==> src/common/swwd_pkg.sv <==
// Purpose : Shared constants and types for the sleep and watchdog control block
// Assumes : 32-bit APB data, one register per aligned word
// Notes   : Offsets, fields, reset values and counts live here only
package swwd_pkg;

  // ----------------------------------------------------------------
  // Register map
  // ----------------------------------------------------------------
  localparam logic [7:0]  ADDR_STATUS   = 8'h00;
  localparam logic [7:0]  ADDR_WDCTL    = 8'h04;
  localparam logic [7:0]  ADDR_CFG      = 8'h08;
  localparam logic [7:0]  ADDR_CMD      = 8'h0C;

  localparam int          STAT_TO_BIT   = 4;
  localparam int          STAT_PD_BIT   = 3;
  localparam int          WDCTL_PS_LSB  = 1;
  localparam int          WDCTL_SWEN    = 0;
  localparam int          CFG_MODE_LSB  = 0;
  localparam int          CFG_OSCM_LSB  = 2;
  localparam int          CFG_GIE_BIT   = 4;
  localparam int          CMD_SLEEP_BIT = 0;
  localparam int          CMD_CLRWD_BIT = 1;

  localparam logic [4:0]  PS_RESET      = 5'h0B;
  localparam logic [4:0]  PS_MAX_CODE   = 5'h12;
  localparam int          PS_MIN_SHIFT  = 5;
  localparam int          CNT_W         = 23;

  // ----------------------------------------------------------------
  // Timing
  // ----------------------------------------------------------------
  localparam int          OST_PERIODS   = 1024;
  localparam int          OST_W         = 11;
  localparam logic [15:0] ISR_VECTOR    = 16'h0004;

  typedef enum logic [1:0] {
    MODE_ALWAYS_OFF = 2'b00,
    MODE_SOFTWARE   = 2'b01,
    MODE_OFF_SLEEP  = 2'b10,
    MODE_ALWAYS_ON  = 2'b11
  } swwd_mode_e;

  typedef enum logic [1:0] {
    OSC_INTERNAL = 2'b00,
    OSC_XTAL_MED = 2'b01,
    OSC_XTAL_HS  = 2'b10,
    OSC_XTAL_LP  = 2'b11
  } swwd_osc_e;

  // Gray order along awake, sleep, start-up, resume
  typedef enum logic [1:0] {
    ST_AWAKE  = 2'b00,
    ST_SLEEP  = 2'b01,
    ST_OST    = 2'b11,
    ST_RESUME = 2'b10
  } swwd_state_e;

  // Last count before time-out; reserved codes give the shortest period
  function automatic logic [CNT_W-1:0] swwd_terminal(input logic [4:0] code);
    logic [CNT_W:0] one_hot;
    one_hot = '0;
    if (code > PS_MAX_CODE)
      one_hot[PS_MIN_SHIFT] = 1'b1;
    else
      one_hot[code + 5'(PS_MIN_SHIFT)] = 1'b1;
    return CNT_W'(one_hot - 1'b1);
  endfunction

endpackage

==> src/design/swwd_wdt_counter.sv <==
// Purpose : Prescaled watchdog counter with selectable terminal count
// Assumes : lfo_tick is a one-cycle pulse per low-frequency oscillator period
// Notes   : Clear and inactive both hold the count at zero
`timescale 1ns/10ps
`default_nettype none
module swwd_wdt_counter
  import swwd_pkg::*;
(
  input  wire logic             sys_clk,
  input  wire logic             rst,
  input  wire logic             lfo_tick,
  input  wire logic             active,
  input  wire logic             clear,
  input  wire logic [4:0]       period_sel,
  output logic                  timeout,
  output logic      [CNT_W-1:0] count
);

  typedef struct packed {
    logic [CNT_W-1:0] cnt;
    logic             tmo;
  } swwd_cnt_s;

  swwd_cnt_s cnt_reg;
  swwd_cnt_s cnt_next;

  always_comb
  begin
    cnt_next     = cnt_reg;
    cnt_next.tmo = 1'b0;
    if (clear || !active)
      cnt_next.cnt = '0;
    else if (lfo_tick)
    begin
      if (cnt_reg.cnt == swwd_terminal(period_sel))
      begin
        cnt_next.cnt = '0;
        cnt_next.tmo = 1'b1;
      end
      else
        cnt_next.cnt = cnt_reg.cnt + 1'b1;
    end
  end

  always_ff @(posedge sys_clk)
  begin
    if (rst)
      cnt_reg <= '0;
    else
      cnt_reg <= cnt_next;
  end

  assign timeout = cnt_reg.tmo;
  assign count   = cnt_reg.cnt;

endmodule // swwd_wdt_counter
`default_nettype wire

==> src/design/swwd_ost_timer.sv <==
// Purpose : Oscillator start-up delay after wake in crystal modes
// Assumes : osc_tick pulses once per oscillator period
// Notes   : done pulses one cycle when the delay ends
`timescale 1ns/10ps
`default_nettype none
module swwd_ost_timer
  import swwd_pkg::*;
(
  input  wire logic sys_clk,
  input  wire logic rst,
  input  wire logic start,
  input  wire logic osc_tick,
  output logic      running,
  output logic      done
);

  typedef struct packed {
    logic [OST_W-1:0] cnt;
    logic             run;
    logic             fin;
  } swwd_ost_s;

  swwd_ost_s ost_reg;
  swwd_ost_s ost_next;

  always_comb
  begin
    ost_next     = ost_reg;
    ost_next.fin = 1'b0;
    if (start)
    begin
      ost_next.run = 1'b1;
      ost_next.cnt = '0;
    end
    else if (ost_reg.run && osc_tick)
    begin
      if (ost_reg.cnt == OST_W'(OST_PERIODS - 1))
      begin
        ost_next.run = 1'b0;
        ost_next.fin = 1'b1;
      end
      else
        ost_next.cnt = ost_reg.cnt + 1'b1;
    end
  end

  always_ff @(posedge sys_clk)
  begin
    if (rst)
      ost_reg <= '0;
    else
      ost_reg <= ost_next;
  end

  assign running = ost_reg.run;
  assign done    = ost_reg.fin;

endmodule // swwd_ost_timer
`default_nettype wire

==> src/design/swwd_ctrl.sv <==
// Purpose : Sleep entry and exit control with a watchdog timer, APB registers
// Assumes : rst gathers power-on, brown-out and reset-pin sources
// Notes   : Processor events arrive as APB command writes
// Operation
// - Sleep is entered only by the sleep instruction.
// - Sleep entry clears the watchdog; it keeps counting if enabled in sleep.
// - Sleep entry clears the power-down flag and sets the time-out flag.
// - In sleep the processor clock stops; low-frequency oscillators keep running.
// - Pins hold their drive state through sleep.
// - Sleep changes no reset source except the watchdog.
// - Reset sources reset; watchdog and interrupts wake and continue.
// - An enabled interrupt wakes regardless of global interrupt enable.
// - After interrupt wake, vector to 0004h only if global enable set.
// - Sleep prefetches the next instruction, executed first after wake.
// - Any wake clears the watchdog.
// - Pending interrupt with global enable off makes sleep a no-operation.
// - Interrupt during or after sleep: sleep completes then wakes at once.
// - Crystal modes wait 1024 oscillator periods after wake.
// - Watchdog counts on the 31 kHz oscillator, not the processor clock.
// - Mode 11 keeps the watchdog active always.
// - Mode 10 keeps it active awake, disabled asleep.
// - Mode 01 follows the software enable; mode 00 disables it.
// - Period select spans 1 ms to 256 s; reset gives 2 s.
// - Watchdog clears on reset, clear, sleep, wake, oscillator fail, disable, start-up.
// - Watchdog time-out in sleep wakes instead of resetting, updates flags.
// - Period codes double from 1:32; reset code 01011 gives 1:65536.
`timescale 1ns/10ps
`default_nettype none
module swwd_ctrl
  import swwd_pkg::*;
(
  input  wire logic        sys_clk,
  input  wire logic        rst,
  input  wire logic        psel,
  input  wire logic        penable,
  input  wire logic        pwrite,
  input  wire logic [7:0]  paddr,
  input  wire logic [31:0] pwdata,
  output logic             pready,
  output logic      [31:0] prdata,
  output logic             pslverr,
  input  wire logic        lfo_tick,
  input  wire logic        osc_tick,
  input  wire logic        osc_fail,
  input  wire logic [7:0]  irq_flags,
  input  wire logic [7:0]  irq_enables,
  output logic             cpu_clk_en,
  output logic             lfo_run,
  output logic             io_hold,
  output logic             sleeping,
  output logic             prefetch_next,
  output logic             resume_exec,
  output logic             isr_call,
  output logic      [15:0] isr_addr,
  output logic             wdt_reset_req
);

  // ----------------------------------------------------------------
  // State
  // ----------------------------------------------------------------
  typedef struct packed {
    swwd_state_e state;
    logic        to_flag;
    logic        pd_flag;
    logic [4:0]  period;
    logic        swen;
    swwd_mode_e  mode;
    swwd_osc_e   oscm;
    logic        global_interrupt_enable;
    logic        wake_int;
    logic        prefetch;
    logic        resume;
    logic        isr;
    logic        wdrst;
    logic [31:0] rdata;
  } swwd_ctrl_s;

  swwd_ctrl_s  ctl_reg;
  swwd_ctrl_s  ctl_next;

  logic             wr_en;
  logic             rd_en;
  logic             addr_ok;
  logic             sleep_cmd;
  logic             clr_cmd;
  logic             irq_pending;
  logic             sleep_go;
  logic             sleep_nop;
  logic             wake_go;
  logic             xtal_mode;
  logic             wdt_active;
  logic             wdt_clear;
  logic             wdt_timeout;
  logic [CNT_W-1:0] wdt_count;
  logic             ost_running;
  logic             ost_done;
  logic             ost_start;

  // ----------------------------------------------------------------
  // Bus decode
  // ----------------------------------------------------------------
  assign addr_ok = (paddr == ADDR_STATUS) || (paddr == ADDR_WDCTL) ||
                   (paddr == ADDR_CFG) || (paddr == ADDR_CMD);
  assign wr_en   = psel && penable && pwrite && addr_ok;
  assign rd_en   = psel && !penable && !pwrite;
  assign pready  = 1'b1;
  assign pslverr = psel && penable && !addr_ok;
  assign prdata  = ctl_reg.rdata;

  // only the sleep command starts sleep
  assign sleep_cmd = wr_en && (paddr == ADDR_CMD) && pwdata[CMD_SLEEP_BIT];
  assign clr_cmd   = wr_en && (paddr == ADDR_CMD) && pwdata[CMD_CLRWD_BIT];

  // wake needs only the individual enable
  assign irq_pending = |(irq_flags & irq_enables);

  // pending interrupt with global enable off turns sleep into a no-op
  assign sleep_nop = sleep_cmd && (ctl_reg.state == ST_AWAKE) &&
                     irq_pending && !ctl_reg.global_interrupt_enable;
  // A time-out already due wins over sleep, so its reset is never lost
  assign sleep_go  = sleep_cmd && (ctl_reg.state == ST_AWAKE) && !sleep_nop &&
                     !wdt_timeout;

  // interrupt during sleep wakes on the next cycle
  // watchdog time-out in sleep wakes rather than resets
  assign wake_go = (ctl_reg.state == ST_SLEEP) && (irq_pending || wdt_timeout);

  assign xtal_mode = (ctl_reg.oscm != OSC_INTERNAL);
  assign ost_start = wake_go && xtal_mode;

  // ----------------------------------------------------------------
  // Watchdog mode
  // ----------------------------------------------------------------
  always_comb
  begin
    case (ctl_reg.mode)
      MODE_ALWAYS_ON: wdt_active = 1'b1;
      MODE_OFF_SLEEP: wdt_active = (ctl_reg.state == ST_AWAKE) ||
                                   (ctl_reg.state == ST_RESUME);
      MODE_SOFTWARE:  wdt_active = ctl_reg.swen;
      default:        wdt_active = 1'b0;
    endcase
  end

  assign wdt_clear = clr_cmd || osc_fail || sleep_go || wake_go || ost_running;

  // counts only on low-frequency oscillator ticks
  swwd_wdt_counter u_wdt
  (
    .sys_clk    (sys_clk),
    .rst        (rst),
    .lfo_tick   (lfo_tick),
    .active     (wdt_active),
    .clear      (wdt_clear),
    .period_sel (ctl_reg.period),
    .timeout    (wdt_timeout),
    .count      (wdt_count)
  );

  swwd_ost_timer u_ost
  (
    .sys_clk  (sys_clk),
    .rst      (rst),
    .start    (ost_start),
    .osc_tick (osc_tick),
    .running  (ost_running),
    .done     (ost_done)
  );

  // ----------------------------------------------------------------
  // Control and registers
  // ----------------------------------------------------------------
  always_comb
  begin
    ctl_next          = ctl_reg;
    ctl_next.prefetch = 1'b0;
    ctl_next.resume   = 1'b0;
    ctl_next.isr      = 1'b0;
    ctl_next.wdrst    = 1'b0;

    if (wr_en && (paddr == ADDR_WDCTL))
    begin
      ctl_next.period = pwdata[WDCTL_PS_LSB +: 5];
      ctl_next.swen   = pwdata[WDCTL_SWEN];
    end
    if (wr_en && (paddr == ADDR_CFG))
    begin
      ctl_next.mode = swwd_mode_e'(pwdata[CFG_MODE_LSB +: 2]);
      ctl_next.oscm = swwd_osc_e'(pwdata[CFG_OSCM_LSB +: 2]);
      ctl_next.global_interrupt_enable  = pwdata[CFG_GIE_BIT];
    end

    if (clr_cmd)
    begin
      ctl_next.to_flag = 1'b1;
      ctl_next.pd_flag = 1'b1;
    end

    case (ctl_reg.state)
      ST_AWAKE:
      begin
        if (sleep_go)
        begin
          ctl_next.to_flag  = 1'b1;
          ctl_next.pd_flag  = 1'b0;
          ctl_next.prefetch = 1'b1;
          ctl_next.state    = ST_SLEEP;
        end
        else if (wdt_timeout)
        begin
          // missed clear gives a reset request
          ctl_next.wdrst   = 1'b1;
          ctl_next.to_flag = 1'b0;
        end
      end
      ST_SLEEP:
      begin
        if (wake_go)
        begin
          ctl_next.wake_int = irq_pending;
          if (!irq_pending)
          begin
            ctl_next.to_flag = 1'b0;
            ctl_next.pd_flag = 1'b0;
          end
          ctl_next.state = xtal_mode ? ST_OST : ST_RESUME;
        end
      end
      ST_OST:
      begin
        if (ost_done)
          ctl_next.state = ST_RESUME;
      end
      default:
      begin
        // resume and, if enabled, vector pulse together in the same cycle
        ctl_next.resume = 1'b1;
        ctl_next.isr    = ctl_reg.wake_int && ctl_reg.global_interrupt_enable;
        ctl_next.state  = ST_AWAKE;
      end
    endcase

    if (rd_en)
    begin
      ctl_next.rdata = '0;
      if (paddr == ADDR_STATUS)
      begin
        ctl_next.rdata[STAT_TO_BIT] = ctl_reg.to_flag;
        ctl_next.rdata[STAT_PD_BIT] = ctl_reg.pd_flag;
      end
      else if (paddr == ADDR_WDCTL)
      begin
        ctl_next.rdata[WDCTL_PS_LSB +: 5] = ctl_reg.period;
        ctl_next.rdata[WDCTL_SWEN]        = ctl_reg.swen;
      end
      else if (paddr == ADDR_CFG)
      begin
        ctl_next.rdata[CFG_MODE_LSB +: 2] = ctl_reg.mode;
        ctl_next.rdata[CFG_OSCM_LSB +: 2] = ctl_reg.oscm;
        ctl_next.rdata[CFG_GIE_BIT]       = ctl_reg.global_interrupt_enable;
      end
    end
  end

  // only rst resets this block; sleep does not mask it
  // reset restores the 2 s period
  always_ff @(posedge sys_clk)
  begin
    if (rst)
    begin
      ctl_reg         <= '0;
      ctl_reg.state   <= ST_AWAKE;
      ctl_reg.to_flag <= 1'b1;
      ctl_reg.pd_flag <= 1'b1;
      ctl_reg.period  <= PS_RESET;
      ctl_reg.mode    <= MODE_ALWAYS_OFF;
      ctl_reg.oscm    <= OSC_INTERNAL;
    end
    else
      ctl_reg <= ctl_next;
  end

  // ----------------------------------------------------------------
  // Outputs
  // ----------------------------------------------------------------
  // processor clock gated outside the awake states
  assign cpu_clk_en    = (ctl_reg.state == ST_AWAKE) || (ctl_reg.state == ST_RESUME);
  assign lfo_run       = 1'b1;
  // pin drive frozen while the core is stopped
  assign io_hold       = !cpu_clk_en;
  assign sleeping      = (ctl_reg.state == ST_SLEEP);
  assign prefetch_next = ctl_reg.prefetch;
  assign resume_exec   = ctl_reg.resume;
  assign isr_call      = ctl_reg.isr;
  assign isr_addr      = ISR_VECTOR;
  assign wdt_reset_req = ctl_reg.wdrst;
endmodule // swwd_ctrl
`default_nettype wire

==> config.mk <==
export PLATFORM = sky130hd
export DESIGN_NAME = swwd_ctrl
export DESIGN_NICKNAME = d
export VERILOG_FILES = /design/src/common/swwd_pkg.sv /design/src/design/swwd_wdt_counter.sv /design/src/design/swwd_ost_timer.sv /design/src/design/swwd_ctrl.sv
export SDC_FILE = /design/constraint.sdc
export NUM_CORES = 1
export LEC_CHECK = 0
export BUFFER_PORTS_ARGS = -buffer_cell sky130_fd_sc_hd__buf_2
export CAP_MARGIN = 5
export CORE_MARGIN = 5
export CORE_UTILIZATION = 53
export DETAILED_ROUTE_END_ITERATION = 16
export HOLD_SLACK_MARGIN = 0.02
export PLACE_DENSITY = 0.88
export SLEW_MARGIN = 30
export SYNTH_ARGS = -nofsm -noshare
export SYNTH_HDL_FRONTEND = slang
export SYNTH_SLANG_ARGS = --single-unit
==> constraint.sdc <==
create_clock -name sys_clk -period 3.6 [get_ports sys_clk]
set_input_delay 0.18 -clock sys_clk [delete_from_list [all_inputs] [get_ports sys_clk]]
set_output_delay 0.18 -clock sys_clk [all_outputs]
set_load 0.03 [all_outputs]
==> summary.md, run 1 <==
The die is 98.4 um wide. Clock skew on the completed layout was measured at 0.00784 ns. After clock tree synthesis, the clock-pin slew on the worst setup and hold paths is 0.07 ns. The static leakage power came out at 0.00176 uW.

Across the VDD grid, the largest voltage drop is 0.289 mV. STA puts the critical path data required time at 3.88 ns. The logs give 9680 um2 for the area of the die and 3,522 for the via count of the first global-routing pass. After floorplanning, the core was divided into 32 placement rows.

The internal portion of total power is 1050 uW. In the final routed layout, each cell accounts on average for 14.3 um. Of the total power, combinational logic draws 9.1%.

Pin count of the biggest net entering global routing: 30. The logs give 4140 um2 for the combined area of all synthesized cells and 2480 um2 for the multi-input combinational cell area. Setup repair after global routing left no endpoint under its margin. The DRC violation total after the first TritonRoute iteration is 267. The largest incremental delay on the critical path works out to 0.72 ns.

The routed design could run at a clock period as short as 3.17 ns. After layout, the worst path uses 88.1% of the clock period. Post-cts resize count: 0.

The area overhead of the layout relative to synthesis was 7.97%. On the critical path the largest part of the delay comes from simple AND/OR/NAND/NOR gates. The first-pass iteration count of the detailed router is 5. In the routed design, unresolved DRC markers number 0. Port buffering added 51 buffers. The power share of the sequential group is 48.3%, and the proportion of power drawn by the clock network is 42.6%. The number of different library cells used by synthesis comes to 65.

During synthesis, Yosys emitted a total of 0 warnings. In this run the count of I/O pins placed on the die edge is 122. The arrival time of data at the critical path endpoint was 3.45 ns; the core area was 7690 um2. The cell count after synthesis came out at 521. In this run the biggest area consumer among cell types represents 30.4% of the synthesized area.

Yosys attributes the largest share of cell area to sky130_fd_sc_hd__dfxtp_1 30%, sky130_fd_sc_hd__buf_4 9.4%, sky130_fd_sc_hd__xnor2_1 4.2%. The clock passes through at most 2 buffers. Measured on the finished design, the core utilization comes to 58.2%. The buffer count from post-CTS setup fixing was 0; the count of filler cells inserted in the layout was 692. The flop and latch count out of synthesis works out to 63. The most common library cell in the layout ignoring fill and taps is sky130_fd_sc_hd__dfxtp_1. The flip-flop count of the largest register, all copies and words added was 23. The aggregate routed wire length was 9510 um; the max capacitance violation total was 0.

Setup violations remaining at the end of the flow were counted as 0. The fraction of final layout cells with drive strength greater than 1 came out at 15.0%. The kind of start point of the critical path is a flop. Number of enable flip-flop cells after synthesis: 0. Cell with the biggest individual delay on the critical path: sky130_fd_sc_hd__dfxtp_1. In the layout the commonest cells are 63 x sky130_fd_sc_hd__dfxtp_1, 51 x sky130_fd_sc_hd__buf_2, 46 x sky130_fd_sc_hd__conb_1. In the routed layout, each cell is associated on average with a via count of 5.67. In this run the tightest slew margin relative to its limit is 52.7%. For this configuration, the core starts out at a cell density of 53.9%. Cell type with the largest total area after synthesis: sky130_fd_sc_hd__dfxtp_1. For this design, the CTS-stage hold fixing added 0 buffers.

The floorplan step set the die height to 98.4 um. The routed layout has 3,782 vias. The number of antenna diodes in the final layout is 0. The buffer and inverter count on the worst path came out at 1.

The path type of the worst setup path was reg2reg. The total negative setup slack was 0 ns. Remaining antenna violation count: 0. Summing all flip-flop and latch instances after layout gives 1260 um2. Power consumption: 1440 uW. The H-tree depth is 3, and the switching component of the power is 395 uW.

The sequential element share of the synthesized area is 30.4%. For this run the aggregate overflow at the end of global routing stands at 0. The first global-routing pass estimated 15,700 um of wire. The logs give 63 for the TritonCTS sink count and 19.4% for the combined global-route utilization of all metal layers.

The number of clock buffers added by TritonCTS is 9. The flow ran to the end, and the final reports show no timing, DRC or antenna violations. For the net total in the final layout, the log shows 631.

Count of pins over their slew limit: 0. The transition time at the pin with the least slew margin came out at 0.702 ns. The tools report the placed wire-length estimate after detailed placement as 7170 um.

TritonCTS built the clock tree. The count of endpoints failing hold in the final timing report was 0. The tools report the type of element capturing the critical path as a flop.

In this run the power density over the cells is 322 nW/um2. The async set or reset register ratio after synthesis was 0%. For this run, the leading register cell type out of synthesis is sky130_fd_sc_hd__dfxtp_1. Each instance of the synthesized netlist takes up on average 7.95 um2.

Of all nets on the critical path, the largest fanout is 21. Routability-driven placement finished with a final weighted congestion of 0.902. The proportion of total power due to net switching is 27.4%.

Based on the critical path, the design can be clocked at up to 315 MHz. The tightest min-delay check is of the in2reg type. The logs give 0.34 ns for the worst-skew pair later-pin latency and 0 for the initial antenna violation count. CTS placed an instance of sky130_fd_sc_hd__clkbuf_8 at the clock tree root. The critical path goes through or3b_1, a21oi_1, xor2_1, or4_1, or4_4, nor4_4, buf_4, nor2b_1.
-- power groups by stage --
stage | clock network (uW) | logic (uW) | registers, uW
5_1_grt | 665 | 140 | 696
4_1_cts | 627 | 126 | 697
2_1_floorplan | 0 | 134 | 713
3_5_place_dp | 0 | 126 | 713
6_report | 613 | 131 | 697
3_3_place_gp | 0 | 124 | 713
-- stage by stage --
| stage | hold WS (ns) | instances | cell area, um2 | setup slack [ns] |
|---|---|---|---|---|
| after floorplan | 0.291 | 565 | 4310 | 0.823 |
| after global placement | 0.418 | 651 | 4280 | 0.523 |
| after detailed placement | 0.429 | 651 | 4280 | 0.469 |
| after CTS | 0.0474 | 667 | 4470 | 0.452 |
| after global routing | 0.0671 | 667 | 4470 | 0.220 |
| final | 0.0694 | 667 | 4470 | 0.428 |
-- synth_stat cells, types with 13 or more instances --
cell type,n
sky130_fd_sc_hd__a21oi_1,24
sky130_fd_sc_hd__buf_4,52
sky130_fd_sc_hd__clkbuf_1,20
sky130_fd_sc_hd__dfxtp_1,63
sky130_fd_sc_hd__inv_1,20
sky130_fd_sc_hd__nand2_1,39
sky130_fd_sc_hd__nor2_1,39
sky130_fd_sc_hd__nor3_1,30
sky130_fd_sc_hd__o21ai_0,13
sky130_fd_sc_hd__xnor2_1,20
sky130_fd_sc_hd__xor2_1,16
-- per-layer routing --
| metal | track usage (%) | vias to the layer above | routed length, um |
|---|---|---|---|
| met4 | 7.98 | 0 | 230 |
| met3 | 5.24 | 23 | 564 |
| met5 | 0 | - | 0 |
| met2 | 32.3 | 137 | 4750 |
| met1 | 23.6 | 1771 | 3960 |
| li1 | - | 1851 | - |
-- cell type report --
cell class	instances	share of cell area, %
Clock buffer	9	2.77
Clock inverter	7	1.62
Sequential cell	63	28.2
Inverter	20	1.68
Multi-Input combinational cell	405	55.5
Tap cell	102	2.85
Timing Repair Buffer	61	7.38
-- final timing paths --
check	from	endpoint	slack (ns)	cells after the start
setup / recovery	ctl_reg[47]	u_wdt.timeout	0.43	8
hold / removal	osc_tick	u_ost.ost_reg[12]	0.07	2
setup reg to reg	ctl_reg[47]	u_wdt.timeout	0.43	8
hold reg to reg	u_ost.ost_reg[12]	u_ost.ost_reg[12]	0.44	2
-- worst reg2reg max path: stages, from the launching register on --
cell and delay [ns]:
sky130_fd_sc_hd__dfxtp_1 0.72, sky130_fd_sc_hd__or3b_1 0.51, sky130_fd_sc_hd__a21oi_1 0.18, sky130_fd_sc_hd__xor2_1 0.11, sky130_fd_sc_hd__or4_1 0.48, sky130_fd_sc_hd__or4_4 0.55
sky130_fd_sc_hd__nor4_4 0.13, sky130_fd_sc_hd__buf_4 0.27, sky130_fd_sc_hd__nor2b_1 0.16
-- cell families after synthesis --
logic type | Yosys count | synth area share (%)
AND/OR/NAND/NOR | 209 | 27.2
AO/OA/AOI/OAI | 97 | 16.4
buffers and inverters | 97 | 13.6
flip-flops | 63 | 30.4
XOR/XNOR | 36 | 7.61
multiplexers | 10 | 2.42
adder cells (fa/ha/maj) | 7 | 2.11
other | 2 | 0.181
No activity file was read; power rests on OpenSTA's default activity.
==> inputs of run 2 (changes only) <==
- CORE_MARGIN: 5 -> 2
- PLACE_DENSITY: 0.88 -> 0.87
- SYNTH_HIERARCHICAL: unset -> 1
==> run 2 against run 1 <==
Effect of this change: global-route usage rose by 2.9 points; combinational power is 95% higher; clock-buffer cell count is 3 higher; first-iteration DRC count down 18%; non-clock buffer count decreased by 7; sequential power grew 2%; synthesized cell count increased by 6.7%; critical endpoint is now u_wdt/count[13]; largest cell class unchanged; highest routed layer unchanged.
==> summary.md, run 2 <==
Top cells by area, synth: sky130_fd_sc_hd__dfxtp_1 28%, sky130_fd_sc_hd__buf_4 8.6%, sky130_fd_sc_hd__nand2_1 4.3% (was sky130_fd_sc_hd__dfxtp_1 30%, sky130_fd_sc_hd__buf_4 9.4%, sky130_fd_sc_hd__xnor2_1 4.2%). The vertical die dimension is 95.8 um (was 98.4 um), and the buffer count from post-CTS setup fixing is 0 (unchanged). The logs give 0.56 ns (was 0.43 ns) for the worst setup slack for register-to-register paths and 0 (unchanged) for the count of endpoints failing hold in the final timing report. Cell type with the largest total area after synthesis: sky130_fd_sc_hd__dfxtp_1 (unchanged). The logs give 4470 um2 (was 4140 um2) for the combined area of all synthesized cells and 0 (unchanged) for the max capacitance violation total. The final global-route overflow total came out at 0 (unchanged). The via count of the first global-routing pass was 3,686 (was 3,522). Setup repair after global routing left no endpoint under its margin. Number of warning messages in the yosys log: 6 (was 0). The flip-flop count of the largest register, all copies and words added came out at 23 (unchanged). Top library cells by usage in the layout, fill and taps aside: 63 x sky130_fd_sc_hd__dfxtp_1, 51 x sky130_fd_sc_hd__nand2_1, 51 x sky130_fd_sc_hd__buf_2 (was 63 x sky130_fd_sc_hd__dfxtp_1, 51 x sky130_fd_sc_hd__buf_2, 46 x sky130_fd_sc_hd__conb_1).

The cell with the biggest individual delay on the critical path was sky130_fd_sc_hd__dfxtp_1 (unchanged). The remaining antenna violation count was 0 (unchanged); the DRC violation total after the first TritonRoute iteration was 219 (was 267). The buffer type at the clock tree root is sky130_fd_sc_hd__clkbuf_8 (unchanged). The first-pass iteration count of the detailed router is 5 (unchanged). The final clock period utilization by the worst path is 84.4% (was 88.1%). The final period demand of the worst path was 3.04 ns (was 3.17 ns). The via-per-instance ratio works out to 5.77 (was 5.67). The placed wire-length estimate after detailed placement is 7200 um (was 7170 um). The TritonCTS sink count came out at 63 (unchanged). The tools report the type of element capturing the critical path as a flop (unchanged). The number of placement rows was 33 (was 32). Most used standard cells in the synthesized netlist: 63 x sky130_fd_sc_hd__dfxtp_1, 51 x sky130_fd_sc_hd__buf_4, 51 x sky130_fd_sc_hd__nand2_1, 36 x sky130_fd_sc_hd__nand3_1 (was 63 x sky130_fd_sc_hd__dfxtp_1, 52 x sky130_fd_sc_hd__buf_4, 39 x sky130_fd_sc_hd__nand2_1, 39 x sky130_fd_sc_hd__nor2_1, 30 x sky130_fd_sc_hd__nor3_1).

The number of placed instances, taps included came out at 675 (was 651). Leading register cell type out of synthesis: sky130_fd_sc_hd__dfxtp_1 (unchanged). The clock-pin slew on the worst setup and hold paths was 0.08 ns (was 0.07 ns); the power per unit of standard cell area was 329 nW/um2 (was 322 nW/um2). The fraction of final layout cells with drive strength greater than 1 is 18.9% (was 15.0%). The async set or reset register ratio after synthesis came out at 0% (unchanged). The tools report the number of buffers added to fix hold violations after cts as 0 (unchanged).

The fraction of synthesized cell area taken by the top area cell type is 28.2% (was 30.4%), and the total via count in the routed design is 3,986 (was 3,782). The area overhead of the layout relative to synthesis was 4.62% (was 7.97%). TritonCTS built the clock tree.

The tools report the kind of start point of the critical path as a flop (unchanged). Total of endpoints with negative setup slack in the final report: 0 (unchanged). The sequential element share of the synthesized area was 28.2% (was 30.4%); the pin count of the biggest net entering global routing was 26 (was 30).

The total negative setup slack is 0 ns (unchanged). The aggregate routed wire length is 9760 um (was 9510 um). The worst max-slew margin expressed relative to the limit came out at 51.2% (was 52.7%). The path category of the worst min-delay check is in2reg (unchanged).

The final weighted congestion in routability-driven placement was 0.874 (was 0.902). The maximum ir drop on the vdd rail is 0.230 mV (was 0.289 mV). The run gives 0 (unchanged) as the post-cts resize count. The most common library cell in the layout ignoring fill and taps is sky130_fd_sc_hd__dfxtp_1 (unchanged). The largest fanout on the critical path is 22 (was 21), and the H-tree depth is 3 (unchanged).

The path type of the worst setup path was reg2reg (unchanged). The run gives 0 (unchanged) as the count of pins over their slew limit. The logs give 691 (was 667) for the final cell count without fillers and 122 (unchanged) for the top-level I/O count. The net total in the final layout came out at 652 (was 631). The logs give 16,300 um (was 15,700 um) for the global-route wire length before repair and 512 um (was 564 um) for the length of routed met3 wiring. The maximum clock path buffer count was 2 (unchanged); the arrival time of data at the critical path endpoint was 3.27 ns (was 3.45 ns). The run gives 4890 um (was 4750 um) as the sum of met2 wire segment lengths after detailed routing.

The worst-skew pair later-pin latency came out at 0.34 ns (about the same). The run finished with clean final reports. The worst clock skew was 0.0144 ns (was 0.00784 ns); the combined global-route utilization of all metal layers was 22.3% (was 19.4%). The post-synthesis cell count is 556 (was 521), and the area of the die is 9180 um2 (was 9680 um2).

The number of buffers inserted during clock tree synthesis was 9 (unchanged); the initial antenna violation count was 0 (unchanged). The number of enable flip-flop cells after synthesis came out at 0 (unchanged). The wire length per cell after detailed routing was 14.1 um (was 14.3 um); the number of inserted diodes was 0 (unchanged). The transition time at the pin with the least slew margin came out at 0.731 ns (was 0.702 ns).

DRC violation count after routing: 0 (unchanged). The core area is 8180 um2 (was 7690 um2), and the number of port buffers is 51 (unchanged). Highest layer used for signal routing: met4 (unchanged). The required arrival time at the worst endpoint was 3.83 ns (was 3.88 ns); the largest incremental delay on the critical path was 0.80 ns (was 0.72 ns). Worst path cell trace: and2_1, o22ai_1, xor2_1, a2111oi_0, and4b_1, nand4_4, o21ba_4, and3b_1 (was or3b_1, a21oi_1, xor2_1, or4_1, or4_4, nor4_4, buf_4, nor2b_1). The mean instance size in the synthesized netlist was 8.03 um2 (was 7.95 um2); the met1 routed wirelength after detailed routing was 4070 um (was 3960 um). For the initial cell density of the core, the log shows 54.6% (was 53.9%).

The run gives 0.0893 ns (was 0.0694 ns) as the worst hold margin. Most repeated cell in the gate-level netlist after synthesis: sky130_fd_sc_hd__dfxtp_1 (unchanged). The flop and latch count out of synthesis is 63 (unchanged).

The logs give 0.00189 uW (was 0.00176 uW) for the static leakage power and 57.2% (was 58.2%) for the fraction of the core area covered by cells at the end of the flow. The width of the chip was 95.8 um (was 98.4 um); the maximum clock frequency was 329 MHz (was 315 MHz). The distinct cell type count after synthesis is 79 (was 65).
==> run 2: logic make-up (layout without fill, tap and decap cells) <==
family | Yosys count | count (layout) | share of synthesized area, %
AND/OR/NAND/NOR | 243 | 243 | 31.5
buffers and inverters | 92 | 79 | 13.0
multiplexers | 4 | 4 | 0.896
XOR/XNOR | 34 | 34 | 6.67
AO/OA/AOI/OAI | 110 | 110 | 17.5
other | 3 | 46 | 0.252
flip-flops | 63 | 63 | 28.2
adder cells (fa/ha/maj) | 7 | 7 | 1.96
==> run 2: path summary, 6_finish.rpt <==
check,start,to,cells past startpoint
max,ctl_reg[43],u_wdt/count[13],8
min,pwdata[2],ctl_reg[44],3
max reg2reg,ctl_reg[43],u_wdt/count[13],8
min reg2reg,u_ost/ost_reg[12],u_ost/ost_reg[12],2
==> run 2: stage by stage <==
| step | setup slack, ns | total power (uW) | instance area (um2) |
|---|---|---|---|
| after global routing | 0.430 | 1600 | 4670 |
| after detailed placement | 0.629 | 979 | 4490 |
| after floorplan | 1.17 | 958 | 4630 |
| final | 0.561 | 1540 | 4670 |
| after global placement | 0.737 | 971 | 4490 |
| after CTS | 0.607 | 1540 | 4670 |
==> run 2: layout make-up <==
| class | count | area, um2 |
|---|---|---|
| Inverter | 9 | 33.8 |
| Timing Repair Buffer | 54 | 278 |
| Multi-Input combinational cell | 444 | 2790 |
| Tap cell | 105 | 131 |
| Clock buffer | 12 | 155 |
| Sequential cell | 63 | 1260 |
| Fill cell | 734 | 3500 |
| Clock inverter | 4 | 28.8 |
==> run 2: critical path: cells and delay by family (launching register included) <==
family	cells	cell delay (ns)
AO/OA/AOI/OAI	3	0.90
XOR/XNOR	1	0.16
flip-flops	1	0.80
AND/OR/NAND/NOR	4	1.06
==> run 2: power breakdown <==
group	internal [uW]	switching [uW]
sequential	706	7.63
combinational	73.1	182
clock	289	279
==> run 2: metal layers <==
layer | vias up | track usage, %
li1 | 1932 | -
met1 | 1876 | 26.6
met2 | 145 | 37.8
met3 | 33 | 4.62
met4 | 0 | 11.2
met5 | - | 0
==> inputs of run 3 (changes only) <==
- clock period: 3.6 -> 3.07 ns (I/O delays scaled with it)
==> run 3 against run 2 <==
Effect of this change: sequential share of layout area down 0.18 points; cell area up 0.67%; routed wire length up 0.31%; clock-buffer cell count unchanged; clock power up 18%; register-to-register slack worse by 0.34 ns.
==> summary.md, run 3 (synthesis results as in run 2) <==
The flow ran to the end, and the final reports show no timing, DRC or antenna violations. Top library cells by usage in the layout, fill and taps aside: 63 x sky130_fd_sc_hd__dfxtp_1, 51 x sky130_fd_sc_hd__nand2_1, 51 x sky130_fd_sc_hd__buf_2 (unchanged). Buffer and inverter count on the worst path: 0 (unchanged). The tools report the count of endpoints failing hold in the final timing report as 0 (unchanged).

The logs give 0.885 (was 0.874) for the final weighted congestion in routability-driven placement and 351 MHz (was 329 MHz) for the maximum clock frequency. The type of element capturing the critical path is a flop (unchanged). For the worst-skew pair later-pin latency, the log shows 0.35 ns (was 0.34 ns).

The flip-flop count of the largest register, all copies and words added is 23 (unchanged). The tools report the launch point of the worst path as ctl_reg[46] (was ctl_reg[43]). The logs give 0.0154 ns (was 0.0144 ns) for the worst clock skew and 0 (unchanged) for the number of inserted diodes.

The wire length per cell after detailed routing is 14.1 um (about the same). The run gives 16,300 um (about the same) as the global-route wire length before repair. The arrival time of data at the critical path endpoint is 3.08 ns (was 3.27 ns), and the TritonCTS sink count is 63 (unchanged). The initial cell density of the core is 54.6% (unchanged), and the area overhead of the layout relative to synthesis is 5.32% (was 4.62%).

The power per unit of standard cell area came out at 384 nW/um2 (was 329 nW/um2). The run gives 212 (was 219) as the DRC violation total after the first TritonRoute iteration. The pin count of the biggest net entering global routing is 26 (unchanged). The logs give 22.1% (was 22.3%) for the combined global-route utilization of all metal layers and 0 (unchanged) for the total of endpoints with negative setup slack in the final report. The final cell count without fillers was 695 (was 691). The logs give 0 (unchanged) for the count of pins over their slew limit and 8180 um2 (unchanged) for the core area.

The buffer count from post-CTS setup fixing is 0 (unchanged). Most common library cell in the layout ignoring fill and taps: sky130_fd_sc_hd__dfxtp_1 (unchanged). Number of cells on the worst reg-to-reg path: 8 (unchanged). The first-pass iteration count of the detailed router is 4 (was 5), and the final clock period utilization by the worst path is 92.8% (was 84.4%). The via-per-instance ratio works out to 5.60 (was 5.77). Category of cells accounting for the largest share of critical-path delay: simple AND/OR/NAND/NOR gates (unchanged). Worst path cell trace: nor2b_1, nand3_1, a211oi_1, nor3_1, mux2i_1, nand4_4, o21ba_4, and3b_1 (was and2_1, o22ai_1, xor2_1, a2111oi_0, and4b_1, nand4_4, o21ba_4, and3b_1). The tools report the remaining antenna violation count as 0 (unchanged). The number of port buffers is 51 (unchanged), and the DRC violation count after routing is 0 (unchanged). The maximum ir drop on the vdd rail was 0.234 mV (was 0.230 mV). Cell with the biggest individual delay on the critical path: sky130_fd_sc_hd__nor2b_1 (was sky130_fd_sc_hd__dfxtp_1). For the number of buffers inserted during clock tree synthesis, the log shows 9 (unchanged). The buffer type at the clock tree root is sky130_fd_sc_hd__clkbuf_8 (unchanged). For the register area, the log shows 1260 um2 (unchanged).

Initial antenna violation count: 0 (unchanged). TritonCTS built the clock tree. For the worst setup slack for register-to-register paths, the log shows 0.22 ns (was 0.56 ns). Required arrival time at the worst endpoint: 3.30 ns (was 3.83 ns).

The tools report the kind of start point of the critical path as a flop (unchanged). H-tree depth: 3 (unchanged). The tools report the max capacitance violation total as 0 (unchanged). Transition time at the pin with the least slew margin: 0.690 ns (was 0.731 ns). The reg-to-reg critical path endpoint is u_wdt/count[13] (unchanged). The largest incremental delay on the critical path is 0.60 ns (was 0.80 ns).

The last element of the critical path is u_wdt/count[13] (unchanged). For the post-cts resize count, the log shows 0 (unchanged). The vertical die dimension was 95.8 um (unchanged); the number of placed instances, taps included was 679 (was 675). The static leakage power was 0.00191 uW (was 0.00189 uW).

For the multi-input combinational cell area, the log shows 2790 um2 (unchanged). Launch instance of the worst register-to-register path: ctl_reg[46] (was ctl_reg[43]). The run gives 2 (unchanged) as the maximum clock path buffer count. For the number of placement rows, the log shows 33 (unchanged). The aggregate routed wire length was 9790 um (was 9760 um); the count of filler cells inserted in the layout was 730 (was 734).

Final global-route overflow total: 0 (unchanged). The path category of the worst min-delay check was in2reg (unchanged). The run gives 0 (unchanged) as the number of buffers added to fix hold violations after cts.

The largest fanout on the critical path is 19 (was 22). For the via count of the first global-routing pass, the log shows 3,660 (was 3,686). The width of the chip works out to 95.8 um (unchanged). Placed wire-length estimate after detailed placement: 7310 um (was 7200 um). The path length in cells of the critical path is 8 (unchanged), and the clock-pin slew on the worst setup and hold paths is 0.08 ns (about the same). The worst max-slew margin expressed relative to the limit came out at 53.9% (was 51.2%). The total via count in the routed design came out at 3,889 (was 3,986). The logs give 0 ns (unchanged) for the total negative setup slack and 122 (unchanged) for the top-level I/O count. The final period demand of the worst path is 2.85 ns (was 3.04 ns). The net total in the final layout was 656 (was 652); the fraction of final layout cells with drive strength greater than 1 was 19.5% (was 18.9%). Path type of the worst setup path: reg2reg (unchanged).

The area of the die came out at 9180 um2 (unchanged). Setup repair after global routing left no endpoint under its margin.
-- run 3: layer usage --
layer	routed length [um]	vias to the layer above	GRT usage [%]	part of all wire (%)
li1	-	1940	-	-
met1	4170	1835	26.6	43
met2	5100	102	39.7	52
met3	400	12	3.37	4.1
met4	122	0	8.33	1.2
met5	0	-	0	0
-- run 3: through the flow --
step	setup slack (ns)	util (%)	hold slack, ns	area (um2)	power (uW)
6_report	0.222	57.5	0.0662	4700	1810
3_3_place_gp	0.355	55.3	0.422	4520	1140
3_5_place_dp	0.323	55.3	0.424	4520	1150
5_1_grt	0.0401	57.5	0.0786	4700	1880
2_1_floorplan	0.644	-	0.226	4630	1120
4_1_cts	0.293	57.5	0.0613	4700	1810
-- run 3: power by group --
group	internal [uW]	switching, uW	leakage (uW)
sequential	828	8.95	0.000507
combinational	85.7	213	0.00131
clock	339	331	0.0000926
total	1250	553	0.00191
-- run 3: worst min-delay path, cell delays in order --
cell and delay (ns):
sky130_fd_sc_hd__buf_2 0.09, sky130_fd_sc_hd__nand3_1 0.06, sky130_fd_sc_hd__nand3_1 0.08
-- run 3: how the worst min path moves through the flow --
stage                         start             to  slack [ns]  depth (start not counted)
final                     pwdata[2]    ctl_reg[44]        0.07                          3
after floorplan                 rst  u_ost/running        0.23                          1
after global routing      pwdata[5]    ctl_reg[47]        0.08                          3
after global placement    pwdata[2]    ctl_reg[44]        0.42                          3
after CTS                 pwdata[2]    ctl_reg[44]        0.06                          3
after detailed placement  pwdata[2]    ctl_reg[44]        0.42                          3
-- run 3: cell type report --
| cell class | count | area share [%] |
|---|---|---|
| Clock buffer | 12 | 3.30 |
| Clock inverter | 4 | 0.638 |
| Inverter | 9 | 0.718 |
| Multi-Input combinational cell | 444 | 59.2 |
| Sequential cell | 63 | 26.8 |
| Tap cell | 105 | 2.79 |
| Timing Repair Buffer | 58 | 6.54 |
